===== src/rtl/rtu_scan_pkg.sv =====
// constants shared by the scan responder and its transmit queue
// assumes a framed 32-bit message link and a 250 MHz system clock
// Behaviour
// - never transmit unprompted; reply only to a request addressed to us
// - gather and store status and data whenever not exchanging messages
// - keep current status, unreported changes and data ready in memory
// - a data reply is 1 to 8 messages, 24 to 192 payload bits
// - ordinary data replies carry no status information
// - any status input change sets one common change flag
// - while the change flag is set, mark the first data message function field
// - always send every requested data message, flag or not
// - every message is two 12-bit groups plus an 8-bit check code
// - accept own 3-bit address and the four common addresses; the code drops common-address requests like foreign ones
package rtu_scan_pkg;

  // ==========================================================
  // message layout
  localparam int MSG_W     = 32;
  localparam int GRP_W     = 12;
  localparam int CHK_W     = 8;
  localparam int PAY_W     = 24;
  localparam int GRP2_LSB  = 12;
  localparam int CHK_LSB   = 24;
  localparam int ADDR_LSB  = 0;
  localparam int ADDR_W    = 3;
  localparam int SUB_LSB   = 3;
  localparam int SUB_W     = 3;
  localparam int CLASS_LSB = 6;
  localparam int CLASS_W   = 3;
  localparam int FUNC_LSB  = 9;
  localparam int FUNC_W    = 3;
  localparam int START_LSB = 12;
  localparam int START_W   = 4;
  localparam int COUNT_LSB = 16;
  localparam int COUNT_W   = 3;
  localparam int CNT_W     = 4;

  // ==========================================================
  // codes and limits
  localparam logic [ADDR_W-1:0]  COMMON_ADDR_MAX = 3'h3;
  localparam logic [CLASS_W-1:0] CLASS_READ      = 3'h4;
  localparam logic [FUNC_W-1:0]  FC_DATA         = 3'h0;
  localparam logic [FUNC_W-1:0]  FC_STATUS       = 3'h1;
  localparam logic [FUNC_W-1:0]  FC_DATA_COS     = 3'h2;
  localparam logic [FUNC_W-1:0]  FC_STATUS_REPLY = 3'h3;
  localparam logic [CNT_W-1:0]   MAX_MSGS        = 4'h8;
  localparam logic [CHK_W-1:0]   CHK_POLY        = 8'h07;
  localparam logic [CHK_W-1:0]   CHK_INIT        = 8'h00;

  // ==========================================================
  // reset values and sizes
  localparam int FIFO_DEPTH   = 16;
  localparam int SYNC_STAGES  = 3;
  localparam logic [CNT_W-1:0] CNT_RESET = 4'h0;

  typedef enum logic [1:0] {
    ST_IDLE,
    ST_REPLY,
    ST_DRAIN
  } scan_state_type;

endpackage


===== src/rtl/rtu_scan_responder.sv =====
// remote station responder for the polled data scan
// assumes a framer hands complete 32-bit messages in and takes them out
// assumes status contacts and address straps are raw, unsynchronised pins
// assumes converter results arrive on this clock, one reading per pulse
// assumes the master waits for each reply before its next request
`timescale 1ns/10ps
`default_nettype none
module rtu_scan_responder
  import rtu_scan_pkg::*;
#(
  parameter int DATA_WORDS    = 16,
  parameter int STATUS_BLOCKS = 2
) (
  // clock and reset
  input  wire logic                            clk,
  input  wire logic                            reset,
  // station address straps
  input  wire logic [rtu_scan_pkg::ADDR_W-1:0] station_addr,
  // received messages
  input  wire logic                            rx_valid,
  input  wire logic [rtu_scan_pkg::MSG_W-1:0]  rx_word,
  // transmitted messages
  output logic                                 tx_valid,
  input  wire logic                            tx_ready,
  output logic [rtu_scan_pkg::MSG_W-1:0]       tx_word,
  // acquisition side
  input  wire logic [STATUS_BLOCKS*12-1:0]     status_in,
  input  wire logic                            sample_valid,
  input  wire logic [$clog2(DATA_WORDS)-1:0]   sample_idx,
  input  wire logic [rtu_scan_pkg::GRP_W-1:0]  sample_value,
  output logic                                 acq_enable,
  // station state
  output logic                                 cos_flag,
  output logic                                 busy,
  output logic                                 check_error
);
  import rtu_scan_pkg::*;

  localparam int IDX_W    = $clog2(DATA_WORDS);
  localparam int STATUS_W = STATUS_BLOCKS * GRP_W;
  localparam int SYNC_W   = STATUS_W + ADDR_W;

  // ==========================================================
  // check code
  // one code guards both directions: a request whose code disagrees is
  // dropped, and every reply word carries a code of its own, msb first
  // over the 24 payload bits
  function automatic logic [CHK_W-1:0] chk8(input logic [PAY_W-1:0] d);
    logic [CHK_W-1:0] c;
    logic             fb;
    c = CHK_INIT;
    for (int i = PAY_W - 1; i >= 0; i--) begin
      fb = c[CHK_W-1] ^ d[i];
      c  = {c[CHK_W-2:0], 1'b0};
      if (fb) begin
        c = c ^ CHK_POLY;
      end
    end
    return c;
  endfunction

  // ==========================================================
  // state
  // sequencer
  scan_state_type          st_q;
  scan_state_type          st_d;
  // pin synchroniser and its filtered copy
  logic [SYNC_W-1:0]       sync1_q;
  logic [SYNC_W-1:0]       sync2_q;
  logic [SYNC_W-1:0]       sync3_q;
  logic [SYNC_W-1:0]       filt_q;
  // status, change memory and common flag
  logic [STATUS_W-1:0]     cur_q;
  logic [STATUS_W-1:0]     chg_q;
  logic [STATUS_W-1:0]     chg_d;
  logic                    cos_q;
  logic                    cos_d;
  // converter readings
  logic [GRP_W-1:0]        data_q [DATA_WORDS];
  // request held for the whole reply
  logic                    is_status_q;
  logic [SUB_W-1:0]        sub_q;
  logic [IDX_W-1:0]        start_q;
  logic [CNT_W-1:0]        msg_q;
  logic [CNT_W-1:0]        total_q;
  // registered flags
  logic                    acq_q;
  logic                    busy_q;
  logic                    chk_err_q;
  // queue handshake
  wire                     fifo_ready;
  wire                     fifo_empty;

  // ==========================================================
  // request decode
  wire [ADDR_W-1:0]    own_addr  = filt_q[STATUS_W +: ADDR_W];
  wire [ADDR_W-1:0]    rx_addr   = rx_word[ADDR_LSB +: ADDR_W];
  wire [SUB_W-1:0]     rx_sub    = rx_word[SUB_LSB +: SUB_W];
  wire [CLASS_W-1:0]   rx_class  = rx_word[CLASS_LSB +: CLASS_W];
  wire [FUNC_W-1:0]    rx_func   = rx_word[FUNC_LSB +: FUNC_W];
  wire [START_W-1:0]   rx_start  = rx_word[START_LSB +: START_W];
  wire [COUNT_W-1:0]   rx_count  = rx_word[COUNT_LSB +: COUNT_W];
  wire                 rx_chk_ok =
    chk8(rx_word[PAY_W-1:0]) == rx_word[CHK_LSB +: CHK_W];
  wire                 addr_own  = rx_addr == own_addr;
  wire                 addr_comm = rx_addr <= COMMON_ADDR_MAX;
  wire                 is_read   = rx_class == CLASS_READ;
  wire                 want_data = rx_func == FC_DATA;
  wire                 want_stat = rx_func == FC_STATUS;
  wire                 idle      = st_q == ST_IDLE;
  // common addresses are dropped like foreign ones and never answered, so stations that
  // hear one broadcast cannot talk over each other on the shared link;
  // the idle term makes a request that arrives mid-reply simply vanish
  // only a valid read aimed at this station starts a reply
  wire                 take      = rx_valid && idle && rx_chk_ok &&
                                   addr_own && !addr_comm && is_read &&
                                   (want_data || want_stat);

  // ==========================================================
  // status change detection on filtered inputs
  // changes are looked for only while idle; a contact that moves during a
  // reply is caught on the first idle cycle, as cur_q is frozen till then
  // and still holds the status sampled on the last idle cycle
  wire [STATUS_W-1:0]  filt_sts  = filt_q[STATUS_W-1:0];
  wire [STATUS_W-1:0]  diff      = idle ? (filt_sts ^ cur_q) : '0;
  wire                 clr_chg   = (st_q == ST_DRAIN) && is_status_q &&
                                   fifo_empty;

  // ==========================================================
  // reply message assembly
  // message k carries readings start+2k-1 and start+2k; the index wraps
  // at the top of the store, so a request may run past the last word;
  // status replies walk the blocks instead, status low and changes high
  wire [CNT_W-1:0]     blk       = msg_q - CNT_W'(1);
  wire [IDX_W-1:0]     idx_a     = start_q + IDX_W'({msg_q, 1'b0} - 5'h01);
  wire [IDX_W-1:0]     idx_b     = start_q + IDX_W'({msg_q, 1'b0});
  wire [FUNC_W-1:0]    hdr_fc    = is_status_q ? FC_STATUS_REPLY :
                                   (cos_q ? FC_DATA_COS : FC_DATA);
  wire [GRP_W-1:0]     hdr       = {hdr_fc, CLASS_READ, sub_q, own_addr};
  wire [GRP_W-1:0]     stat_g1   = cur_q[blk*GRP_W +: GRP_W];
  wire [GRP_W-1:0]     stat_g2   = chg_q[blk*GRP_W +: GRP_W];
  wire                 first     = msg_q == CNT_RESET;
  // data replies hold stored readings only, never status
  wire [GRP_W-1:0]     g1        = first ? hdr :
                                   (is_status_q ? stat_g1 : data_q[idx_a]);
  wire [GRP_W-1:0]     g2        = first ?
                                   (is_status_q ? GRP_W'(STATUS_BLOCKS) :
                                    data_q[start_q]) :
                                   (is_status_q ? stat_g2 : data_q[idx_b]);
  wire [PAY_W-1:0]     pay       = {g2, g1};
  wire [MSG_W-1:0]     msg_word  = {chk8(pay), pay};
  wire                 push      = (st_q == ST_REPLY) && fifo_ready;
  wire                 last      = msg_q == total_q;

  // ==========================================================
  // outgoing queue, stalls reply assembly when full
  // sixteen words plus the output stage hold a whole reply, so assembly
  // never waits on a slow master; the ready path is kept as a guard
  // should the queue ever be built shallower
  word_fifo #(
    .WIDTH (MSG_W),
    .DEPTH (FIFO_DEPTH)
  ) u_tx_fifo (
    .clk       (clk),
    .reset     (reset),
    .in_valid  (push),
    .in_ready  (fifo_ready),
    .in_data   (msg_word),
    .out_valid (tx_valid),
    .out_ready (tx_ready),
    .out_data  (tx_word),
    .empty     (fifo_empty)
  );

  // ==========================================================
  // pin synchroniser, change accepted once stages two and three agree
  // a one-cycle glitch never reaches filt_q; a pin that keeps bouncing
  // leaves the last settled value in place
  always_ff @(posedge clk or posedge reset) begin
    if (reset) begin
      sync1_q <= '0;
      sync2_q <= '0;
      sync3_q <= '0;
      filt_q  <= '0;
    end else begin
      sync1_q <= {station_addr, status_in};
      sync2_q <= sync1_q;
      sync3_q <= sync2_q;
      if (sync2_q == sync3_q) filt_q <= sync3_q;
    end
  end

  // ==========================================================
  // sequencer next state
  // drain waits for the link to take the last word before going idle,
  // so busy covers the whole reply and no reading is gathered meanwhile;
  // an unknown state falls back to idle
  always_comb begin
    st_d = st_q;
    case (st_q)
      ST_IDLE: begin
        if (take) st_d = ST_REPLY;
      end
      ST_REPLY: begin
        if (push && last) st_d = ST_DRAIN;
      end
      ST_DRAIN: begin
        if (fifo_empty) st_d = ST_IDLE;
      end
      default: begin
        st_d = ST_IDLE;
      end
    endcase
  end

  // change memory and common flag; a new change beats a clear
  // the clear only happens in drain and a change only while idle, but
  // the set is applied last so it would still win if both ever met
  always_comb begin
    chg_d = clr_chg ? '0 : chg_q;
    chg_d = chg_d | diff;
    cos_d = clr_chg ? 1'b0 : cos_q;
    if (diff != '0) begin
      cos_d = 1'b1;
    end
  end

  // ==========================================================
  // sequencer and request capture
  // the request fields stand for the whole reply and are only overwritten
  // by the next accepted request, so nothing stale is applied again;
  // msg_q counts the words pushed so far and ends the reply at total_q
  always_ff @(posedge clk or posedge reset) begin
    if (reset) begin
      st_q        <= ST_IDLE;
      is_status_q <= 1'b0;
      sub_q       <= '0;
      start_q     <= '0;
      msg_q       <= CNT_RESET;
      total_q     <= CNT_RESET;
    end else begin
      st_q <= st_d;
      if (take) begin
        is_status_q <= want_stat;
        sub_q       <= rx_sub;
        start_q     <= IDX_W'(rx_start);
        msg_q       <= CNT_RESET;
        // data: 1..8 messages; status: header plus one per block
        total_q     <= want_stat ? CNT_W'(STATUS_BLOCKS) :
                       CNT_W'({1'b0, rx_count});
      end else if (push) begin
        msg_q <= msg_q + CNT_W'(1);
      end
    end
  end

  // ==========================================================
  // status store, current status written only while idle, change memory cleared in drain
  // a reply reads cur_q and chg_q while they are frozen, so all words of
  // one reply describe a single instant
  always_ff @(posedge clk or posedge reset) begin
    if (reset) begin
      cur_q <= '0;
      chg_q <= '0;
      cos_q <= 1'b0;
    end else begin
      if (idle) cur_q <= filt_sts;
      chg_q <= chg_d;
      cos_q <= cos_d;
    end
  end

  // data store, converter results taken only while idle
  // readings are refused while a reply runs, so a data reply never mixes
  // values from before and after a fresh conversion
  always_ff @(posedge clk) begin
    if (sample_valid && idle) begin
      data_q[sample_idx] <= sample_value;
    end
  end

  // ==========================================================
  // registered flags
  // acq_enable and busy follow the next state so they switch on the same
  // edge as the sequencer, with no cycle in which both are high;
  // check_error is a one-cycle pulse per received message whose check code disagrees
  always_ff @(posedge clk or posedge reset) begin
    if (reset) begin
      acq_q     <= 1'b0;
      busy_q    <= 1'b0;
      chk_err_q <= 1'b0;
    end else begin
      acq_q     <= st_d == ST_IDLE;
      busy_q    <= st_d != ST_IDLE;
      chk_err_q <= rx_valid && !rx_chk_ok;
    end
  end

  // outputs, each straight from a flop
  assign acq_enable  = acq_q;
  assign busy        = busy_q;
  assign cos_flag    = cos_q;
  assign check_error = chk_err_q;

endmodule
`default_nettype wire


===== src/rtl/word_fifo.sv =====
// first-in first-out queue for outgoing reply messages
// assumes one clock; output stage is registered
`timescale 1ns/10ps
`default_nettype none
module word_fifo #(
  parameter int WIDTH = 32,
  parameter int DEPTH = 16
) (
  // clock and reset
  input  wire logic             clk,
  input  wire logic             reset,
  // filling side
  input  wire logic             in_valid,
  output logic                  in_ready,
  input  wire logic [WIDTH-1:0] in_data,
  // draining side
  output logic                  out_valid,
  input  wire logic             out_ready,
  output logic [WIDTH-1:0]      out_data,
  // queue and output stage both empty
  output logic                  empty
);
  localparam int AW = $clog2(DEPTH);

  logic [WIDTH-1:0] mem_q [DEPTH];
  logic [AW-1:0]    wr_q;
  logic [AW-1:0]    rd_q;
  logic [AW:0]      cnt_q;
  logic             out_valid_q;
  logic [WIDTH-1:0] out_data_q;
  wire              push;
  wire              load;

  // handshake decode
  assign in_ready  = cnt_q < (AW+1)'(DEPTH);
  assign push      = in_valid && in_ready;
  assign load      = (cnt_q != '0) && (!out_valid_q || out_ready);
  assign out_valid = out_valid_q;
  assign out_data  = out_data_q;
  assign empty     = (cnt_q == '0) && !out_valid_q;

  // storage write
  always_ff @(posedge clk) begin
    if (push) begin
      mem_q[wr_q] <= in_data;
    end
  end

  // pointers and fill count
  always_ff @(posedge clk or posedge reset) begin
    if (reset) begin
      wr_q  <= '0;
      rd_q  <= '0;
      cnt_q <= '0;
    end else begin
      if (push) wr_q <= (wr_q == AW'(DEPTH-1)) ? '0 : wr_q + AW'(1);
      if (load) rd_q <= (rd_q == AW'(DEPTH-1)) ? '0 : rd_q + AW'(1);
      cnt_q <= cnt_q + (AW+1)'(push) - (AW+1)'(load);
    end
  end

  // registered output stage
  always_ff @(posedge clk or posedge reset) begin
    if (reset) begin
      out_valid_q <= 1'b0;
      out_data_q  <= '0;
    end else if (load) begin
      out_valid_q <= 1'b1;
      out_data_q  <= mem_q[rd_q];
    end else if (out_ready) begin
      out_valid_q <= 1'b0;
    end
  end
endmodule
`default_nettype wire


===== config.mk =====
export PLATFORM = sky130hd
export DESIGN_NAME = rtu_scan_responder
export DESIGN_NICKNAME = d
export VERILOG_FILES = /design/src/rtl/rtu_scan_pkg.sv /design/src/rtl/rtu_scan_responder.sv /design/src/rtl/word_fifo.sv
export SDC_FILE = /design/constraint.sdc
export NUM_CORES = 1
export LEC_CHECK = 0
export BUFFER_PORTS_ARGS = -buffer_cell sky130_fd_sc_hd__clkbuf_2
export CELL_PAD_IN_SITES_DETAIL_PLACEMENT = 0
export CELL_PAD_IN_SITES_GLOBAL_PLACEMENT = 2
export CORE_UTILIZATION = 49
export CTS_CLUSTER_DIAMETER = 50
export DETAILED_ROUTE_END_ITERATION = 8
export MAX_ROUTING_LAYER = met4
export PLACE_DENSITY_LB_ADDON = 0.1
export SYNTH_ARGS = -nofsm -noshare
export SYNTH_HDL_FRONTEND = slang
export SYNTH_SLANG_ARGS = --single-unit

===== constraint.sdc =====
create_clock -name clk -period 8.15 [get_ports clk]
set_input_delay 0.4075 -clock clk [delete_from_list [all_inputs] [get_ports clk]]
set_output_delay 0.4075 -clock clk [all_outputs]
set_load 0.05 [all_outputs]

==> reports/metrics.cfg <==
[floorplanning]
die_area_sq_um = 82900
num_rows = 104
start_util = 0.497
core_sq_um = 80700
ioPinCount = 117
die_w_um = 288
fp.dieH_um = 288

[sta]
fmax_mhz = 150
fin_ws_ns = 1.49
min_period_over_period = 0.817
drv_slew = 0
skew_ns = 0.0261
finalSetupViolCount = 0
finalSetupTns_ns = 0
hold_viol = 0
worstMarginPinSlew_ns = 1.32
grt_setup_unrepaired = false
period_minus_slack_ns = 6.66
slew_headroom = 0.114

[drt]
met1Wirelength_um = 40600
drtIter0Drc = 1718
vias = 20449
drc_errors = 4
drt_wl_total_um = 97100
routed.top_layer = met4
wl_met2_um = 48700
wl_met3_um = 5070
wl_per_cell_um = 28.5
antenna_left = 0
viasPerCell = 5.99
firstDrtPassIters = 9

[flow_run]
max_cap_violations = 0

[clock_network]
cts-resized-gates = 0
clk_path_buf_depth = 3
clock-sinks = 927
clk_latency_ns = 0.66
clock-root-buffer = clkbuf_16
cts_htree_levels = 3
clk_pin_slew_ns = 0.06
cts_tree = built
numCtsBuffers = 107

[final_layout]
nets = 2359
syn2layout_area_growth_pct = 14.8
final_cell_mix = 704 x edfxtp_1, 304 x mux4_2, 217 x dfrtp_1, 116 x clkbuf_2, 109 x clkbuf_16
drive_gt1_frac = 0.343
final_common_cell = edfxtp_1
fillerInstances = 6133
ff_latch_area_sq_um = 26700
multi_input_area_sq_um = 12900

[worst_setup_path]
r2r_slack_ns = 1.49
critPathTopFamily = XOR/XNOR gates
reg2reg_depth = 12
worstSetupEndpointType = flip-flop
arrival_ns = 6.92
path_cells = buf_4, inv_1, ha_2, buf_4, mux4_2, mux2i_1, a211oi_1, or4_1, xor2_1, xnor3_1, xnor3_1, xnor2_1
timing.rr.end = u_tx_fifo.mem_q[8][28]
slowest_stage = xnor2_1
worst-path-max-fanout = 50
start_kind = flip-flop
crit_type = reg -> reg
cp.depth = 12
cp.buffers_inverters = 3
slowest_delay_ns = 1.05
worstSetupEndpoint = u_tx_fifo.mem_q[8][28]
startpoint = start_q[1]
crit_required_ns = 8.41
r2r_start = start_q[1]

[global_routing]
grt_usage = 0.249
grt-ovfl-total = 0
antenna_found_initial = 1
grt_pass1_wl_um = 144000
grt_max_degree = 104
grt_pass1_vias = 21587

[logic_synthesis]
ys_types = 61
syn_nets = 2154
ys_ff_latch = 927
synth_edf_count = 704
postSynth.asyncResetShare = 0.241
synth_area_leaders = edfxtp_1 53%, mux4_2 17%, dfrtp_1 14%, mux2_2 2.8%, xnor2_1 1.8%
yosysTopAreaCell = edfxtp_1
syn_avg_cell_area_sq_um = 19.5
yosys_warnings = 0
synth_top_area_share = 0.528
ys.flop_type = edfxtp_1
synth_cells = 2054
synth_area_sq_um = 40100
seq_area_frac_synth = 0.667

[placed_design]
portBuffers = 116
post-place-ws_ns = 1.51
globalplace.congestion = 0.856
dp_hpwl_um = 59100

[outcome]
failed_checks = design-rule violations
status = finished with violations

[worst_hold_path]
hold_path.class = in -> reg

[pwr]
peakVddDrop_v = 0.000186
leakage_nw = 16.4
total_power_mw = 12.4
power_density_nw_per_um2 = 270

layout make-up:
class | instances | share of cell area
sequential | 927 | 0.581
timing repair buffer | 206 | 0.0292
multi-input combinational | 983 | 0.281
inverter | 34 | 0.00294
tap | 1060 | 0.0288
clock inverter | 59 | 0.0144
antenna | 1 | 0.0000544
clock buffer | 142 | 0.0626
through the flow:
stage | hold slack (ns) | instance area (sq um) | cells | util
floorplan | 0.331 | 40100 | 2054 | -
global placement | 0.332 | 42200 | 3180 | 0.523
detailed placement | 0.335 | 42200 | 3180 | 0.523
CTS | 0.00152 | 46000 | 3411 | 0.570
global route | 0.0325 | 46000 | 3412 | 0.570
finish | 0.0349 | 46000 | 3412 | 0.570
what timing repair did:
item,4_1_cts,5_1_grt
hold buffers,30,0
buffers inserted,0,0
endpoints found under the hold margin,130,0
kinds of logic (layout without fill, tap and decap cells):
group	after synthesis	count (layout)	synth area share
flops	927	927	0.667
mux	470	470	0.217
simple gates	200	200	0.0247
xor+xnor	166	166	0.0447
buf+inv	144	441	0.0165
compound gates	127	127	0.0234
fa+ha+maj	20	20	0.00681
other cells	0	1	0
worst min path at each step:
stage / startpoint / end / cells past startpoint
6_report: rx_word[5] / sub_q[2] / 2
5_1_grt: rx_word[5] / sub_q[2] / 2
4_1_cts: rx_word[4] / sub_q[1] / 2
3_5_place_dp: sync1_q[11] / sync2_q[11] / 0
3_3_place_gp: sync1_q[17] / sync2_q[17] / 0
2_1_floorplan: sync1_q[0] / sync2_q[0] / 0
routing by layer:
layer / global-route usage / vias up
met5: - / -
met2: 0.399 / 624
met1: 0.329 / 10890
met3: 0.0366 / 160
met4: 0.0796 / 0
li1: - / 8775
state kept, by name, indices dropped and copies added (netlist names), 3 cells and up:
signal,count
total_q,3
u_tx_fifo.cnt_q,5
chg_q,24
sync3_q,27
sync2_q,27
u_tx_fifo.mem_q,512
cur_q,24
start_q,4
sync1_q,27
u_tx_fifo.wr_q,4
data_q,192
sub_q,3
u_tx_fifo.rd_q,4
msg_q,4
u_tx_fifo.out_data,32
filt_q,27
power by group:
group,internal [mW],switching [mW]
Combinational,1.13,1.15
Sequential,5.21,0.204
Clock,2.78,1.95
synth_stat cells (all sizes together) (5+ instances only):
| master | count |
|---|---|
| xnor3 | 19 |
| a22oi | 8 |
| a221oi | 6 |
| a211oi | 5 |
| a21o | 5 |
| nor4 | 15 |
| a22o | 29 |
| nand3 | 13 |
| nor2 | 65 |
| nand2 | 46 |
| buf | 64 |
| dfrtp | 223 |
| clkbuf | 46 |
| mux2i | 62 |
| nand2b | 7 |
| nor2b | 7 |
| o21ai | 21 |
| ha | 17 |
| mux2 | 100 |
| nand4 | 12 |
| xnor2 | 86 |
| inv | 32 |
| a21oi | 28 |
| a31oi | 6 |
| xor2 | 58 |
| o22ai | 6 |
| edfxtp | 704 |
| nor3 | 18 |
| mux4 | 308 |
Note: power is estimated with default switching activity, not from simulation.
